## config.mk

```make
export PLATFORM = sky130hd
export DESIGN_NAME = ppo_top
export DESIGN_NICKNAME = d
export VERILOG_FILES = /design/src/pkg/ppo_pkg.sv /design/src/core/ppo_ms_tick.sv /design/src/core/ppo_top.sv
export SDC_FILE = /design/constraint.sdc
export NUM_CORES = 1
export LEC_CHECK = 0
export ABC_AREA = 1
export BUFFER_PORTS_ARGS = -buffer_cell sky130_fd_sc_hd__buf_2
export CELL_PAD_IN_SITES_DETAIL_PLACEMENT = 1
export CELL_PAD_IN_SITES_GLOBAL_PLACEMENT = 2
export CORE_ASPECT_RATIO = 1.1
export CORE_MARGIN = 8
export CORE_UTILIZATION = 36
export CTS_BUF_LIST = sky130_fd_sc_hd__clkbuf_16
export DETAILED_ROUTE_END_ITERATION = 7
export GPL_TIMING_DRIVEN = 0
export MAX_ROUTING_LAYER = met4
export PLACE_DENSITY = 0.88
export SYNTH_ARGS = -nofsm -noshare
export SYNTH_HDL_FRONTEND = slang
export SYNTH_SLANG_ARGS = --single-unit
```

## constraint.sdc

```tcl
create_clock -name ref_clk -period 13.16 [get_ports ref_clk]
set_input_delay 1.316 -clock ref_clk [delete_from_list [all_inputs] [get_ports ref_clk]]
set_output_delay 1.316 -clock ref_clk [all_outputs]
set_load 0.02 [all_outputs]
```

## src/pkg/ppo_pkg.sv

```systemverilog
// =============================================================
// Constants for the modulated and ramped pulse outputs
// =============================================================
package ppo_pkg;

   // =============================================================
   // Clock and time base
   // =============================================================
   localparam int unsigned PPO_CLK_PERIOD_NS = 4;
   localparam int unsigned PPO_MS_NS = 1000000;
   localparam int unsigned PPO_TICK_CYCLES = PPO_MS_NS / PPO_CLK_PERIOD_NS;
   // Accumulator wrap for one half wave at one hertz
   localparam logic [26:0] PPO_HALF_RATE = 27'(1000000000 / PPO_CLK_PERIOD_NS / 2);

   // =============================================================
   // Register byte offsets
   // =============================================================
   localparam logic [7:0] PPO_OFS_CTRL = 8'h00;
   localparam logic [7:0] PPO_OFS_WIDTH = 8'h04;
   localparam logic [7:0] PPO_OFS_PERIOD = 8'h08;
   localparam logic [7:0] PPO_OFS_FREQ = 8'h0c;
   localparam logic [7:0] PPO_OFS_CNT_LO = 8'h10;
   localparam logic [7:0] PPO_OFS_CNT_HI = 8'h14;
   localparam logic [7:0] PPO_OFS_RAMP_MS = 8'h18;
   localparam logic [7:0] PPO_OFS_STATUS = 8'h1c;
   localparam logic [7:0] PPO_OFS_EMITTED = 8'h20;

   // =============================================================
   // Field positions
   // =============================================================
   localparam int unsigned PPO_CTRL_PWM_CH = 0;
   localparam int unsigned PPO_CTRL_RAMP_CH = 1;
   localparam int unsigned PPO_CTRL_WIDE = 2;
   localparam int unsigned PPO_ST_DONE = 0;
   localparam int unsigned PPO_ST_PWM_ERR = 1;
   localparam int unsigned PPO_ST_RAMP_BUSY = 2;

   // =============================================================
   // Limits and reset values
   // =============================================================
   localparam logic [11:0] PPO_WIDTH_MAX = 12'hbb8;
   localparam logic [11:0] PPO_PERIOD_MAX = 12'hbb8;
   localparam logic [16:0] PPO_FREQ_MIN = 17'h0000a;
   localparam logic [16:0] PPO_FREQ_MAX = 17'h186a0;
   localparam logic [16:0] PPO_FREQ_RES = 17'h0000a;
   localparam logic [16:0] PPO_RAMP_DIV = 17'h0000a;
   localparam logic [12:0] PPO_RAMP_MS_MAX = 13'h1387;
   localparam logic [12:0] PPO_RAMP_STEPS = 13'h000a;
   localparam logic [2:0] PPO_CTRL_RST = 3'h0;
   localparam logic [11:0] PPO_WIDTH_RST = 12'h000;
   localparam logic [11:0] PPO_PERIOD_RST = 12'h001;
   localparam logic [16:0] PPO_FREQ_RST = 17'h0000a;
   localparam logic [15:0] PPO_CNT_RST = 16'h006e;
   localparam logic [12:0] PPO_RAMP_MS_RST = 13'h0064;

   typedef enum logic [2:0] {
      PPO_R_IDLE,
      PPO_R_ACCEL,
      PPO_R_CRUISE,
      PPO_R_DECEL,
      PPO_R_DONE
   } ppo_ramp_state_t;

endpackage

```

## src/core/ppo_ms_tick.sv

```systemverilog
`timescale 1ns/10ps
// =============================================================
// Free-running millisecond tick
// =============================================================
module ppo_ms_tick #(
   parameter int unsigned CYCLES = 250000
) (
   input wire logic ref_clk,
   input wire logic rst_n,
   input wire logic ce,
   output logic tick
);
   logic [31:0] cnt;
   wire last = (cnt == 32'(CYCLES - 1));

   // Counter wraps every CYCLES enabled clocks, tick marks the wrap
   always_ff @(posedge ref_clk) begin
      if (!rst_n) begin
         cnt <= 32'h0;
         tick <= 1'b0;
      end else if (ce) begin
         cnt <= last ? 32'h0 : cnt + 32'h1;
         tick <= last;
      end
   end
endmodule // ppo_ms_tick

```

## src/core/ppo_top.sv

```systemverilog
`timescale 1ns/10ps
// Summary of operation
// - Modulated high time takes 0 to 3000 ms
// - Period 1 to 3000 ms, width above period errs
// - Each function drives only channel 0 or 1
// - Modulated edges timed by hardware, not scan
// - Modulated drive low forces its channel low
// - Ramp maximum 10 to 100000 Hz, 10 Hz steps
// - Deceleration step is a tenth of maximum, at least 10 Hz
// - Count 110..32767 short, 110..2147483647 wide; counts below 110 are not refused
// - Wide count: low word then high word
// - One ramp time below 5000 ms, both ramps
// - Frequencies outside range are clamped into it
// - Drive drop aborts, reassert restarts from zero
// - Parameter changes apply at next drive only
// - Finished pulse count sets the done flag
// - Linear ramp up, linear down, exact count
// - Ramp timing by hardware, not by scan
module ppo_top
   import ppo_pkg::*;
#(
   parameter int unsigned TICK_CYCLES = PPO_TICK_CYCLES
) (
   input wire logic ref_clk,
   input wire logic rst_n,
   input wire logic ce,
   input wire logic pwm_drive_input,
   input wire logic ramp_drive_input,
   input wire logic psel,
   input wire logic penable,
   input wire logic pwrite,
   input wire logic [7:0] paddr,
   input wire logic [31:0] pwdata,
   output logic [31:0] prdata,
   output logic pready,
   output logic pslverr,
   output logic pulse_out_0,
   output logic pulse_out_1,
   output logic pulse_done_flag
);
   // =============================================================
   // Drive pin synchronisers
   // =============================================================
   wire [1:0] drv_pin = {ramp_drive_input, pwm_drive_input};
   logic [1:0] drv_meta;
   logic [1:0] drv_sync;
   logic [1:0] drv_prev;

   // Two flops per pin, edge detect only after the second
   for (genvar i = 0; i < 2; i++) begin : g_sync
      always_ff @(posedge ref_clk) begin
         if (!rst_n) begin
            drv_meta[i] <= 1'b0;
            drv_sync[i] <= 1'b0;
            drv_prev[i] <= 1'b0;
         end else if (ce) begin
            drv_meta[i] <= drv_pin[i];
            drv_sync[i] <= drv_meta[i];
            drv_prev[i] <= drv_sync[i];
         end
      end
   end

   wire pwm_rise = drv_sync[0] & ~drv_prev[0];
   wire ramp_rise = drv_sync[1] & ~drv_prev[1];
   wire ramp_fall = ~drv_sync[1] & drv_prev[1];
   // =============================================================
   // Millisecond time base
   // =============================================================
   logic ms_tick;

   ppo_ms_tick #(
      .CYCLES(TICK_CYCLES)
   ) u_tick (
      .ref_clk(ref_clk),
      .rst_n(rst_n),
      .ce(ce),
      .tick(ms_tick)
   );
   // =============================================================
   // APB slave
   // =============================================================
   logic [2:0] ctrl;
   logic [11:0] width;
   logic [11:0] period;
   logic [16:0] freq;
   logic [15:0] cnt_lo;
   logic [15:0] cnt_hi;
   logic [12:0] ramp_ms;
   logic p_err;
   ppo_ramp_state_t r_state;
   logic [30:0] r_emitted;

   wire access = psel & penable & pready;
   wire wr_en = access & pwrite;
   wire hit_ctrl = (paddr == PPO_OFS_CTRL);
   wire hit_width = (paddr == PPO_OFS_WIDTH);
   wire hit_period = (paddr == PPO_OFS_PERIOD);
   wire hit_freq = (paddr == PPO_OFS_FREQ);
   wire hit_lo = (paddr == PPO_OFS_CNT_LO);
   wire hit_hi = (paddr == PPO_OFS_CNT_HI);
   wire hit_ramp = (paddr == PPO_OFS_RAMP_MS);
   wire hit_status = (paddr == PPO_OFS_STATUS);
   wire hit_emit = (paddr == PPO_OFS_EMITTED);
   wire hit_any = hit_ctrl | hit_width | hit_period | hit_freq | hit_lo | hit_hi
      | hit_ramp | hit_status | hit_emit;
   wire ramp_busy = (r_state != PPO_R_IDLE) && (r_state != PPO_R_DONE);
   wire [31:0] status_word = {29'h0, ramp_busy, p_err, pulse_done_flag};

   // Read selection; unmapped offsets read zero with an error
   wire [31:0] rd_data =
      hit_ctrl ? {29'h0, ctrl} :
      hit_width ? {20'h0, width} :
      hit_period ? {20'h0, period} :
      hit_freq ? {15'h0, freq} :
      hit_lo ? {16'h0, cnt_lo} :
      hit_hi ? {16'h0, cnt_hi} :
      hit_ramp ? {19'h0, ramp_ms} :
      hit_status ? status_word :
      hit_emit ? {1'b0, r_emitted} : 32'h0;

   // One wait state: pready rises in the second access cycle
   always_ff @(posedge ref_clk) begin
      if (!rst_n) begin
         pready <= 1'b0;
         prdata <= 32'h0;
         pslverr <= 1'b0;
      end else if (ce) begin
         pready <= psel & penable & ~pready;
         prdata <= (psel & penable & ~pready & ~pwrite) ? rd_data : 32'h0;
         pslverr <= psel & penable & ~pready & ~hit_any;
      end
   end

   // Configuration registers; shadows only, latched at drive edges
   always_ff @(posedge ref_clk) begin
      if (!rst_n) begin
         ctrl <= PPO_CTRL_RST;
         width <= PPO_WIDTH_RST;
         period <= PPO_PERIOD_RST;
         freq <= PPO_FREQ_RST;
         cnt_lo <= PPO_CNT_RST;
         cnt_hi <= 16'h0;
         ramp_ms <= PPO_RAMP_MS_RST;
      end else if (ce && wr_en) begin
         if (hit_ctrl) ctrl <= pwdata[2:0];
         if (hit_width) width <= pwdata[11:0];
         if (hit_period) period <= pwdata[11:0];
         if (hit_freq) freq <= pwdata[16:0];
         if (hit_lo) cnt_lo <= pwdata[15:0];
         if (hit_hi) cnt_hi <= pwdata[15:0];
         if (hit_ramp) ramp_ms <= pwdata[12:0];
      end
   end
   // =============================================================
   // Modulated output
   // =============================================================
   logic p_ch;
   logic [11:0] p_width;
   logic [11:0] p_period;
   logic [11:0] p_cnt;
   wire p_bad = (width > period) || (period == 12'h0) || (period > PPO_PERIOD_MAX)
      || (width > PPO_WIDTH_MAX);
   wire p_wrap = (p_cnt + 12'h1 == p_period);
   // High from period start until width; masked in the edge cycle, settings still stale
   wire pwm_hi = drv_sync[0] & drv_prev[0] & ~p_err & (p_cnt < p_width);

   // Counter advances only on the tick, so scan timing never enters
   always_ff @(posedge ref_clk) begin
      if (!rst_n) begin
         p_ch <= 1'b0;
         p_width <= 12'h0;
         p_period <= 12'h1;
         p_cnt <= 12'h0;
         p_err <= 1'b0;
      end else if (ce) begin
         if (pwm_rise) begin
            p_ch <= ctrl[PPO_CTRL_PWM_CH];
            p_width <= width;
            p_period <= period;
            p_err <= p_bad;
            p_cnt <= 12'h0;
         end else if (drv_sync[0] && ms_tick) begin
            p_cnt <= p_wrap ? 12'h0 : p_cnt + 12'h1;
         end
      end
   end
   // =============================================================
   // Ramp parameter conditioning
   // =============================================================
   wire [16:0] f_clamp = (freq < PPO_FREQ_MIN) ? PPO_FREQ_MIN :
      (freq > PPO_FREQ_MAX) ? PPO_FREQ_MAX : freq;
   wire [16:0] f_units = f_clamp / PPO_FREQ_RES;
   wire [16:0] f_max = 17'(f_units * PPO_FREQ_RES);
   wire [16:0] f_tenth = f_max / PPO_RAMP_DIV;
   wire [16:0] f_step = (f_tenth < PPO_FREQ_MIN) ? PPO_FREQ_MIN : f_tenth;
   wire [12:0] t_clamp = (ramp_ms > PPO_RAMP_MS_MAX) ? PPO_RAMP_MS_MAX : ramp_ms;
   wire [12:0] t_div = t_clamp / PPO_RAMP_STEPS;
   wire [12:0] t_step = (t_div == 13'h0) ? 13'h1 : t_div;
   // Wide form joins both words, low word first; sign bit ignored
   wire [30:0] total_req = ctrl[PPO_CTRL_WIDE] ? {cnt_hi[14:0], cnt_lo} :
      {16'h0, cnt_lo[14:0]};
   // =============================================================
   // Ramped pulse train
   // =============================================================
   logic r_ch;
   logic [16:0] r_fmax;
   logic [16:0] r_fstep;
   logic [12:0] r_tstep;
   logic [30:0] r_total;
   logic [30:0] r_ramp_pulses;
   logic [12:0] r_timer;
   logic [16:0] r_cur;
   logic [26:0] r_acc;
   logic r_wave;

   wire running = ramp_busy;
   wire [26:0] acc_sum = r_acc + {10'h0, r_cur};
   wire half_done = running && (acc_sum >= PPO_HALF_RATE);
   wire pulse_end = half_done && r_wave;
   wire [30:0] emit_next = r_emitted + 31'h1;
   wire last_pulse = pulse_end && (emit_next == r_total);
   wire step_due = ms_tick && (r_timer + 13'h1 >= r_tstep);
   wire [17:0] up_sum = {1'b0, r_cur} + {1'b0, r_fstep};
   wire up_top = (up_sum >= {1'b0, r_fmax});
   wire dn_floor = (r_cur <= {r_fstep[15:0], 1'b0}) || (r_cur <= r_fstep);
   wire [30:0] remain = r_total - r_emitted;
   // Deceleration begins once what is left matches the ramp-up cost
   wire go_decel = (r_state == PPO_R_ACCEL) ? ({r_emitted[29:0], 1'b0} >= r_total) :
      (remain <= r_ramp_pulses);

   // Profile sequencer; settings are sampled only at the drive edge
   always_ff @(posedge ref_clk) begin
      if (!rst_n) begin
         r_state <= PPO_R_IDLE;
         r_ch <= 1'b0;
         r_fmax <= PPO_FREQ_MIN;
         r_fstep <= PPO_FREQ_MIN;
         r_tstep <= 13'h1;
         r_total <= 31'h0;
         r_ramp_pulses <= 31'h0;
         r_timer <= 13'h0;
         r_cur <= 17'h0;
         r_acc <= 27'h0;
         r_wave <= 1'b0;
         r_emitted <= 31'h0;
      end else if (ce) begin
         if (ramp_fall) begin
            r_state <= PPO_R_IDLE;
            r_wave <= 1'b0;
            r_cur <= 17'h0;
         end else if (ramp_rise) begin
            r_ch <= ctrl[PPO_CTRL_RAMP_CH];
            r_fmax <= f_max;
            r_fstep <= f_step;
            r_tstep <= t_step;
            r_total <= total_req;
            r_cur <= f_step;
            r_emitted <= 31'h0;
            r_acc <= 27'h0;
            r_timer <= 13'h0;
            r_wave <= 1'b0;
            r_ramp_pulses <= 31'h0;
            // A zero count has nothing to emit; below 110 is not refused
            r_state <= (total_req == 31'h0) ? PPO_R_DONE : PPO_R_ACCEL;
         end else if (running) begin
            r_acc <= half_done ? acc_sum - PPO_HALF_RATE : acc_sum;
            if (half_done) r_wave <= ~r_wave;
            if (pulse_end) r_emitted <= emit_next;
            if (ms_tick) r_timer <= step_due ? 13'h0 : r_timer + 13'h1;
            if (last_pulse) begin
               r_state <= PPO_R_DONE;
               r_cur <= 17'h0;
            end else begin
               unique case (r_state)
                  PPO_R_ACCEL: begin
                     if (go_decel) begin
                        r_ramp_pulses <= r_emitted;
                        r_state <= PPO_R_DECEL;
                     end else if (step_due) begin
                        r_cur <= up_top ? r_fmax : up_sum[16:0];
                        if (up_top) begin
                           r_ramp_pulses <= r_emitted;
                           r_state <= PPO_R_CRUISE;
                        end
                     end
                  end
                  PPO_R_CRUISE: begin
                     if (go_decel) r_state <= PPO_R_DECEL;
                  end
                  PPO_R_DECEL: begin
                     if (step_due) r_cur <= dn_floor ? r_fstep : r_cur - r_fstep;
                  end
                  PPO_R_IDLE, PPO_R_DONE: r_cur <= r_cur;
               endcase
            end
         end
      end
   end
   // =============================================================
   // Done flag and output channels
   // =============================================================
   wire done_clr = wr_en & hit_status & pwdata[PPO_ST_DONE];
   wire ramp_hi = running & r_wave;

   // Completion beats a clear in the same cycle
   always_ff @(posedge ref_clk) begin
      if (!rst_n) begin
         pulse_done_flag <= 1'b0;
      end else if (ce) begin
         if (last_pulse || (ramp_rise && total_req == 31'h0)) begin
            pulse_done_flag <= 1'b1;
         end else if (done_clr || ramp_rise) begin
            pulse_done_flag <= 1'b0;
         end
      end
   end

   // Each function reaches only its latched channel; a shared
   // channel simply ORs both, which software must avoid
   always_ff @(posedge ref_clk) begin
      if (!rst_n) begin
         pulse_out_0 <= 1'b0;
         pulse_out_1 <= 1'b0;
      end else if (ce) begin
         pulse_out_0 <= (pwm_hi & ~p_ch) | (ramp_hi & ~r_ch);
         pulse_out_1 <= (pwm_hi & p_ch) | (ramp_hi & r_ch);
      end
   end
endmodule // ppo_top

```

Word-level counts from Yosys, hierarchy flattened
Cells that the tools add are included.
{ "classes": {"addsub": 9, "multipliers": 1, "div_mod_pow": 3, "order_cmp": 15, "n_eq_ne": 22, "muxes": 64, "bitwise_logic": 40, "n_reduce_logical": 49} }
{ "op_table": {"columns": ["op", "count"], "rows": [
  ["31-bit 2-to-1 mux", 21],
  ["17-bit 2-to-1 mux", 12],
  ["27-bit 2-to-1 mux", 3],
  ["13-bit 2-to-1 mux", 6],
  ["12-bit 2-to-1 mux", 3],
  ["17-bit by 4-bit divider with 17-bit output (second input constant)", 2],
  ["17-bit <= comparator", 2],
  ["17-bit by 4-bit less-than comparator with 1-bit output (second input constant)", 2],
  ["17-bit case mux with 2 select lines", 1],
  ["32-bit by 1-bit adder with 32-bit output (second input constant)", 1],
  ["32-bit by 18-bit equality test with 1-bit output (second input constant)", 1],
  ["8-bit by 5-bit equality test with 1-bit output (second input constant)", 4],
  ["32-bit 2-to-1 mux", 1],
  ["31-bit by 1-bit adder with 31-bit output (second input constant)", 1],
  ["31-bit equality test", 1],
  ["31-bit >= comparator", 1],
  ["31-bit <= comparator", 1],
  ["31-bit logical NOT", 1],
  ["31-bit subtractor", 1],
  ["27-bit by 17-bit adder with 27-bit output", 1],
  ["27-bit >= comparator (second input constant)", 1],
  ["3-bit 2-to-1 mux", 9],
  ["27-bit subtractor (second input constant)", 1],
  ["12-bit > comparator (second input constant)", 2],
  ["other kinds (40)", 124]
]} }
{ "word_totals": {"regBits": 404, "input_bits": 48, "output_inout_bits": 37, "word_cells": 241} }

Depth between registers and ports, before layout
Gate-level depths: netlist of run 1.
{ "logic_depth": {"depth_word": 11, "mapped_depth": 154, "ltp_nobuf": 153} }

Modules after synthesis
From an unflattened synthesis of run 1, not the netlist that was laid out.
{ "unflattened": {"hier_cells": 4211, "area_unflattened_um2": 28683.8} }
{ "modules_own_cells": {"columns": ["mod", "n_inst", "cells_each", "area_per_inst_um2", "seq_area_each_um2"], "rows": [
  ["ppo_top", 1, 3922, 26780.7, 7287.0],
  ["ppo_ms_tick", 1, 289, 1903.1, 660.6]
]} }

Worst setup path after synthesis of run 1
No wires, ideal clock.
{ "synth_timing": {"kind": "flip-flop to flip-flop", "from": "reg freq[16]", "to": "reg r_cur[1]", "setup_time_ns": 0.131, "arrival_time_ns": 11.050, "required_ns": 13.029, "slack_ns": 1.979, "path_stages_with_launch": 147, "path_buffers": 1, "period_less_slack_ns": 11.181, "cell_sequence": "dfxtp_1 > buf_6 > nand2_4 > nor2_4 > inv_1 > nor2_2 > nand2_1 > nand2_4 > nand2_4 > nand2_4 > nand2_4 > nand2_4 > nand2_4 > nand2_4 > nand2_1 > nand2_2 > nand2_4 > nand2_4 > [... 111 more ...] > nand2_4 > nand2_1 > nand2_2 > inv_1 > nand2_2 > nand2_4 > nand2_2 > nand2_2 > inv_2 > nand2_4 > nand2_4 > nor2_4 > o21bai_4 > inv_2 > nor2_2 > nand2_1 > nand3_1 > a21oi_1"} }
{ "synth_via": {"elab_chain_cells": 10, "word_cells_on_any_way": 11, "classes_between": "1 x mul; 2 x div; 3 x order compare; 5 x mux"} }
{ "synth_rtl": {"columns": ["item", "line_no", "source"], "rows": [
  ["start: declaration", "ppo_top.sv:86", "logic [16:0] freq;"],
  ["start signal: assignment", "ppo_top.sv:149", "if (hit_freq) freq <= pwdata[16:0];"],
  ["17-bit > comparator", "ppo_top.sv:192", "(freq > PPO_FREQ_MAX) ? PPO_FREQ_MAX : freq;"],
  ["17-bit 2-to-1 mux", "ppo_top.sv:192", null],
  ["17-bit 2-to-1 mux *", "ppo_top.sv:191", "wire [16:0] f_clamp = (freq < PPO_FREQ_MIN) ? PPO_FREQ_MIN :"],
  ["17-bit by 4-bit divider with 17-bit output *", "ppo_top.sv:193", "wire [16:0] f_units = f_clamp / PPO_FREQ_RES;"],
  ["17-bit by 3-bit multiplier with 16-bit output *", "ppo_top.sv:194", "wire [16:0] f_max = 17'(f_units * PPO_FREQ_RES);"],
  ["via f_max[2]", "ppo_top.sv:194", null],
  ["17-bit by 4-bit divider with 17-bit output *", "ppo_top.sv:195", "wire [16:0] f_tenth = f_max / PPO_RAMP_DIV;"],
  ["17-bit by 4-bit less-than comparator with 1-bit output", "ppo_top.sv:196", "wire [16:0] f_step = (f_tenth < PPO_FREQ_MIN) ? PPO_FREQ_MIN : f_tenth;"],
  ["17-bit 2-to-1 mux *", "ppo_top.sv:196", null],
  ["17-bit 2-to-1 mux *", "ppo_top.sv:252", "end else if (ramp_rise) begin"],
  ["17-bit 2-to-1 mux *", "ppo_top.sv:248", "if (ramp_fall) begin"],
  ["end signal: assignment", "ppo_top.sv:258", "r_cur <= f_step;"],
  ["end signal: assignment", "ppo_top.sv:281", "r_cur <= up_top ? r_fmax : up_sum[16:0];"],
  ["end signal: assignment", "ppo_top.sv:292", "if (step_due) r_cur <= dn_floor ? r_fstep : r_cur - r_fstep;"],
  ["end: declaration", "ppo_top.sv:213", "logic [16:0] r_cur;"]
]} }
Mark *: on every way through the listed nets, which the timed path passes. The rest lies on a longest branch.
A chain may end at the register's enable or synchronous reset.

Worst setup path in the final report of run 1
{ "layout_timing": {"from": "reg freq[5]", "to": "reg r_cur[1]"} }
The elaborated chain is that of the path after synthesis.

==> results of run 1 <==
[metrics by stage]
step	std cells	total power, uW
final	5439	3260
after global routing	5439	3400
after CTS	5364	3280
after detailed placement	5261	1860
after global placement	5260	1840
after floorplan	4147	1650
[flip-flops by register name (all words and copies together) (netlist names), 13 cells and up]
register / cells
cnt_hi: 16
r_total: 31
prdata: 31
ramp_ms: 13
r_cur: 17
cnt_lo: 16
r_timer: 13
u_tick.cnt: 32
r_fmax: 16
freq: 17
r_acc: 27
r_ramp_pulses: 31
r_emitted: 31
r_fstep: 14
[per-layer routing]
| metal | routed length [um] | vias up |
|---|---|---|
| li1 | - | 14400 |
| met1 | 50200 | 14300 |
| met2 | 53300 | 584 |
| met3 | 4780 | 164 |
| met4 | 3170 | 0 |
| met5 | 0 | - |
[layout make-up]
type | count | area, sq um
diodes | 3 | 7.51
plain buffers | 145 | 582
clock buffers | 49 | 1230
clock inverters | 41 | 413
fillers | 10200 | 45100
inverters | 570 | 2160
multi-input cells | 3034 | 18600
flip-flops and latches | 397 | 7970
well taps | 1045 | 1310
repair buffers | 155 | 1000
[critical path, delay by kind of cell (launching register included)]
kind,cells,cell delay (ns)
and+or+nand+nor,104,8.77
adders and majority gates,4,0.94
DFF,1,0.35
AOI/OAI and AO/OA,6,0.80
xor gates and xnor gates,1,0.16
buffers and inverters,19,1.43
[worst max path at each step]
stage,end,slack (ns),cells past startpoint
4_1_cts,r_cur[1]$_SDFFE_PN0P_,0.02,146
3_3_place_gp,r_cur[1]$_SDFFE_PN0P_,-0.28,129
6_report,r_cur[1]$_SDFFE_PN0P_,0.52,134
3_5_place_dp,r_cur[1]$_SDFFE_PN0P_,-0.54,137
5_1_grt,r_cur[1]$_SDFFE_PN0P_,-0.43,139
2_1_floorplan,r_cur[1]$_SDFFE_PN0P_,1.98,146
[kinds of logic (layout without fill, tap and decap cells)]
logic type | after synthesis | after routing | synth area share (%)
AO/OA/AOI/OAI | 1063 | 1063 | 21.1
buffers and inverters | 716 | 960 | 9.67
XOR/XNOR | 159 | 159 | 4.92
flip-flops | 397 | 397 | 28.1
adder cells (fa/ha/maj) | 240 | 240 | 10.7
AND/OR/NAND/NOR | 1571 | 1571 | 25.5
other | 1 | 4 | 0.0132
[repair_timing]
action,CTS,global route
setup endpoints to repair,8,8
buffers inserted,13,73
gates resized for setup,38,209
hold buffers,0,0
pin swaps,16,101
[synth_stat cells, types with 13 or more instances]
library cell    n
nor2_1        323
o22ai_1        13
a211oi_1       40
nand3_2        20
xor2_1        130
nand2_4        37
nand2_1       686
nand4_1        63
o21bai_1       25
xnor2_1        29
a31oi_1        15
ha_1          235
nor3_1         56
clkbuf_1      131
nor4_1         36
o21ai_0       309
dfxtp_1       397
nand2_2        50
inv_1         530
nand3_1       261
o211ai_1       47
inv_2          32
a21oi_1       512
[power by group through the flow]
| stage | Combinational [uW] | Clock [uW] | Sequential, uW |
|---|---|---|---|
| after floorplan | 386 | 0 | 1270 |
| after global placement | 568 | 0 | 1280 |
| after detailed placement | 581 | 0 | 1280 |
| after CTS | 587 | 1440 | 1250 |
| after global routing | 658 | 1490 | 1250 |
| final | 591 | 1420 | 1250 |
==> metrics.yaml, run 1 <==
clocking:
  numCtsBuffers: 49
  clk_latency_ns: 0.64
  cts_max_level: 2
  cts_tree: "yes"
  clkSinkCount: 397
  root_buffer: "clkbuf_16"
  clock_path_buffers: 3
  path_clk_slew_ns: 0.06
placed_design:
  pre_cts_ws_ns: -0.539
  dpl.hpwl_um: 86300
  place_area_sq_um: 30000
  portBuffers: 68
  gp_congestion: 0.954
worst_setup_path:
  rr_startpoint: "freq[5]$_SDFFE_PN0P_"
  r2r_end: "r_cur[1]$_SDFFE_PN0P_"
  worst_r2r_path_depth: 134
  critical_path_required_ns: 13.63
  startpoint: "freq[5]$_SDFFE_PN0P_"
  cp-start-kind: "flip-flop"
  reg2reg_setup_slack_ns: 0.52
  cpPeakStageDelay_ns: 0.39
  path_class: "flip-flop to flip-flop"
  cp_max_fo: 6
  endpoint_kind: "flip-flop"
  cp_common_cell: "nand2_4"
  worstPathArrival_ns: 13.11
  critPathSlowestCell: "fa_2"
sta:
  hold_viol: 0
  final.setup_skew_ns: 0.0474
  tns_ns: 0
  timing.hold.ws_ns: 0.464
  relSlewSlack_pct: 15.6
  setup_violations: 0
  fmax_ghz: 0.0791
  slew_viol_final: 0
  post-route-period-util_pct: 96.1
  worst_pin_slew_ns: 1.27
  period_minus_slack_ns: 12.64
  finalWorstSetupSlack_ns: 0.518
synthesis:
  synthCells: 4147
  synthTopCellsByArea: "dfxtp_1 (28%), ha_1 (10%), nand2_1 (9.1%)"
  synth_edf_count: 0
  synth_warnings: 0
  syn-num-nets: 4435
  syn_area_per_cell_sq_um: 6.83
  ys_ff_latch: 397
  ys_async_sr_fraction_pct: 0
  synth.top_cell.area_share_pct: 28.1
  syn_area_sq_um: 28300
  ys.flop_type: "dfxtp_1"
  ys_types: 67
  yosysTopAreaCell: "dfxtp_1"
  synth-seq-area-share_pct: 28.1
power:
  comb_power_share_pct: 18.1
  peakVddDrop_v: 0.0000881
  p_switching_uw: 1020
  pwr-share-seq_pct: 38.3
  p_leak_uw: 0.0147
  pwr-share-clk_pct: 43.6
  intPower_uw: 2240
  sw_frac_of_total_pct: 31.4
  p_per_area_nw_per_um2: 98.2
cells_and_area:
  mostFrequentLayoutCell: "nand2_1"
  syn_to_final_growth_pct: 17.4
  utilization_pct: 42.4
  nets: 4640
  drive_gt1_share_pct: 12.9
  final_cell_mix: "nand2_1 (620), inv_1 (519), a21oi_1 (510)"
  design_area_sq_um: 33200
run_status:
  status: "finished, final reports clean"
drt:
  drtIter0Drc: 1618
  drt_first_pass_iters: 5
  vias: 29500
  drt-total-wl_um: 111000
  drt.antenna.violating_nets: 0
  drc: 0
  via_per_inst: 5.42
  routedWlPerCell_um: 20.5
die:
  die_h_um: 310
  start_util_pct: 36.1
  std_cell_rows: 108
  fp.coreArea_sq_um: 78400
  die_x_um: 283
  die-area_sq_um: 87900
  boundaryPins: 85
min_path:
  hold_depth: 2
  min_to: "prdata[27]$_SDFFE_PN0P_"
  worstHoldStart: "prdata[27]$_SDFFE_PN0P_"
  hp-class: "flip-flop to flip-flop"
grt:
  grt_util_all_layers_pct: 24.8
  grt_first_pass_wirelength_um: 170000
  grt_use_met3_pct: 2.87
  grt_max_degree: 15
  grtUsageMet1_pct: 30.9
  grt_busiest_layer: "met2"
  overflow: 0
  antenna_found_initial: 3
  use_met2_pct: 42.3
  grt_pass1_vias: 30000
flow_run:
  drv_cap: 0
Power figures use the tool's default switching activity.
==> run 2, diff against run 1 <==
--- a/config.mk
+++ b/config.mk
@@ -5,18 +5,17 @@
 export SDC_FILE = /design/constraint.sdc
 export NUM_CORES = 1
 export LEC_CHECK = 0
-export ABC_AREA = 1
 export BUFFER_PORTS_ARGS = -buffer_cell sky130_fd_sc_hd__buf_2
 export CELL_PAD_IN_SITES_DETAIL_PLACEMENT = 1
 export CELL_PAD_IN_SITES_GLOBAL_PLACEMENT = 2
 export CORE_ASPECT_RATIO = 1.1
 export CORE_MARGIN = 8
-export CORE_UTILIZATION = 36
+export CORE_UTILIZATION = 38
 export CTS_BUF_LIST = sky130_fd_sc_hd__clkbuf_16
 export DETAILED_ROUTE_END_ITERATION = 7
 export GPL_TIMING_DRIVEN = 0
 export MAX_ROUTING_LAYER = met4
-export PLACE_DENSITY = 0.88
+export PLACE_DENSITY = 0.9
 export SYNTH_ARGS = -nofsm -noshare
 export SYNTH_HDL_FRONTEND = slang
 export SYNTH_SLANG_ARGS = --single-unit
==> metrics.yaml, run 2 <==
run_status:
  status: "finished, final reports clean"
cells_and_area:
  nets: 4489
  diodes: 0
  largest_reg_flops: 32
  regMostFlops: "u_tick.cnt"
  mostFrequentLayoutCell: "nand2_1"
  drive_gt1_share_pct: 6.91
  design_area_sq_um: 33900
  final_cell_mix: "nand2_1 (522), a21oi_1 (421), dfxtp_1 (397)"
  final_cells: 5287
  syn_to_final_growth_pct: 11.8
clocking:
  cts_tree: "yes"
  clkSinkCount: 397
  path_clk_slew_ns: 0.06
  clock_path_buffers: 3
  root_buffer: "clkbuf_16"
  cts_max_level: 2
  clk_latency_ns: 0.63
  numCtsBuffers: 49
worst_setup_path:
  cpPeakStageDelay_ns: 0.47
  endpoint_kind: "flip-flop"
  cp_max_fo: 10
  cp-start-kind: "flip-flop"
  critPathSlowestCell: "dfxtp_1"
  worstPathArrival_ns: 12.97
  critical_path_required_ns: 13.61
  cp_common_cell: "buf_2"
  path_class: "flip-flop to flip-flop"
grt:
  overflow: 0
  antenna_found_initial: 1
  grtUsageMet1_pct: 33.2
  grt_use_met3_pct: 3.05
  grt_first_pass_wirelength_um: 183000
  grt_util_all_layers_pct: 26.2
  grt_pass1_vias: 31500
  use_met2_pct: 42.8
  grt_busiest_layer: "met2"
  grt_max_degree: 15
synthesis:
  synth_warnings: 0
  ys_ff_latch: 397
  syn-num-nets: 4363
  synth.top_cell.area_share_pct: 26.3
  ys.flop_type: "dfxtp_1"
  synthTopCellsByCount: "nand2_1 (523), a21oi_1 (422), dfxtp_1 (397)"
  synthTopCellsByArea: "dfxtp_1 (26%), ha_1 (9.7%), a21oi_1 (7.0%)"
  ys_types: 124
  synth-seq-area-share_pct: 26.3
  syn_area_sq_um: 30300
  ys_async_sr_fraction_pct: 0
  yosysTopAreaCell: "dfxtp_1"
  synthCells: 4075
  syn_area_per_cell_sq_um: 7.43
  synth_edf_count: 0
  synth.most_common_cell: "nand2_1"
drt:
  via_per_inst: 5.89
  drc: 0
  drt-total-wl_um: 118000
  drtIter0Drc: 2063
  drt_first_pass_iters: 7
  drt.antenna.violating_nets: 0
  vias: 31100
  routedWlPerCell_um: 22.3
die:
  die_h_um: 312
  std_cell_rows: 108
  die_x_um: 285
  boundaryPins: 85
  start_util_pct: 38.4
  fp.coreArea_sq_um: 78900
  die-area_sq_um: 89000
placed_design:
  pre_cts_ws_ns: -0.0871
  place_area_sq_um: 31900
  portBuffers: 67
  dpl.hpwl_um: 90900
  dpl.cell_count: 5187
  gp_congestion: 0.968
power:
  p_switching_uw: 788
  comb_power_share_pct: 8.6
  pwr-share-clk_pct: 49.7
  p_leak_uw: 0.0127
  peakVddDrop_v: 0.0000959
  intPower_uw: 2120
  sw_frac_of_total_pct: 27.1
  p_per_area_nw_per_um2: 86.0
  pwr-share-seq_pct: 41.7
sta:
  finalWorstSetupSlack_ns: 0.639
  timing.hold.ws_ns: 0.459
  worst_pin_slew_ns: 1.34
  hold_viol: 0
  final.setup_skew_ns: 0.0498
  post-route-period-util_pct: 95.1
  slew_viol_final: 0
  period_minus_slack_ns: 12.52
  setup_violations: 0
  relSlewSlack_pct: 9.45
  fmax_ghz: 0.0799
flow_run:
  drv_cap: 0
min_path:
  hp-class: "flip-flop to flip-flop"
[run 2: final cells by class]
cell class / instances / area, sq um
buffer: 223 / 911
clock buffer: 50 / 1250
clock inverter: 42 / 445
fill: 9973 / 45100
inverter: 254 / 953
multi-input combinational: 3201 / 20600
sequential: 397 / 7950
tap: 1045 / 1310
timing repair buffer: 75 / 395
[run 2: worst paths after layout]
kind | from | endpoint | slack, ns | cells past startpoint
max | freq[16]$_SDFFE_PN0P_ | r_cur[0]$_SDFFE_PN0P_ | 0.64 | 48
min | p_width[10]$_SDFFE_PN0P_ | p_width[10]$_SDFFE_PN0P_ | 0.46 | 2
max reg2reg | freq[16]$_SDFFE_PN0P_ | r_cur[0]$_SDFFE_PN0P_ | 0.64 | 48
min reg2reg | p_width[10]$_SDFFE_PN0P_ | p_width[10]$_SDFFE_PN0P_ | 0.46 | 2
[run 2: power by group through the flow]
stage / Combinational, uW / Clock (uW) / Sequential [uW]
after floorplan: 150 / 0 / 1240
after global placement: 245 / 0 / 1240
after detailed placement: 248 / 0 / 1240
after CTS: 250 / 1470 / 1210
after global routing: 271 / 1520 / 1220
final: 251 / 1450 / 1220
[run 2: worst max-delay path: cells and delay by family (launching register included)]
family	cells	cell delay [ns]
DFF	1	0.47
adders and majority gates	4	1.04
muxes	2	0.58
xor gates and xnor gates	1	0.14
and+or+nand+nor	10	2.06
buffers and inverters	7	1.47
AOI/OAI and AO/OA	24	6.54
[run 2: cell families after synthesis]
logic type                 share of synthesized area, %
AOI/OAI and AO/OA                                  25.9
DFF                                                26.3
adders and majority gates                          10.2
xor gates and xnor gates                           5.90
other                                            0.0124
buffers and inverters                              6.14
and+or+nand+nor                                    23.6
muxes                                              2.00
[run 2: repair_timing]
action	in CTS	in global routing
resized for setup	1	35
hold buffers	0	0
setup endpoints to repair	5	9
setup buffers	1	7
pin swaps	1	6
[run 2: stage by stage]
step	total power (uW)	util, %	TNS, ns
after floorplan	1390	-	0
after global placement	1490	40.4	0
after detailed placement	1490	40.4	-0.180
after CTS	2940	42.6	0
after global routing	3010	42.9	-0.0251
final	2910	42.9	0
[run 2: metal layers]
layer	share of wire, %	routed length, um	up-vias
met5	0	0	-
met4	4.0	4740	0
met3	5.1	6010	209
met2	46	54300	786
met1	45	52600	15300
li1	-	-	14800
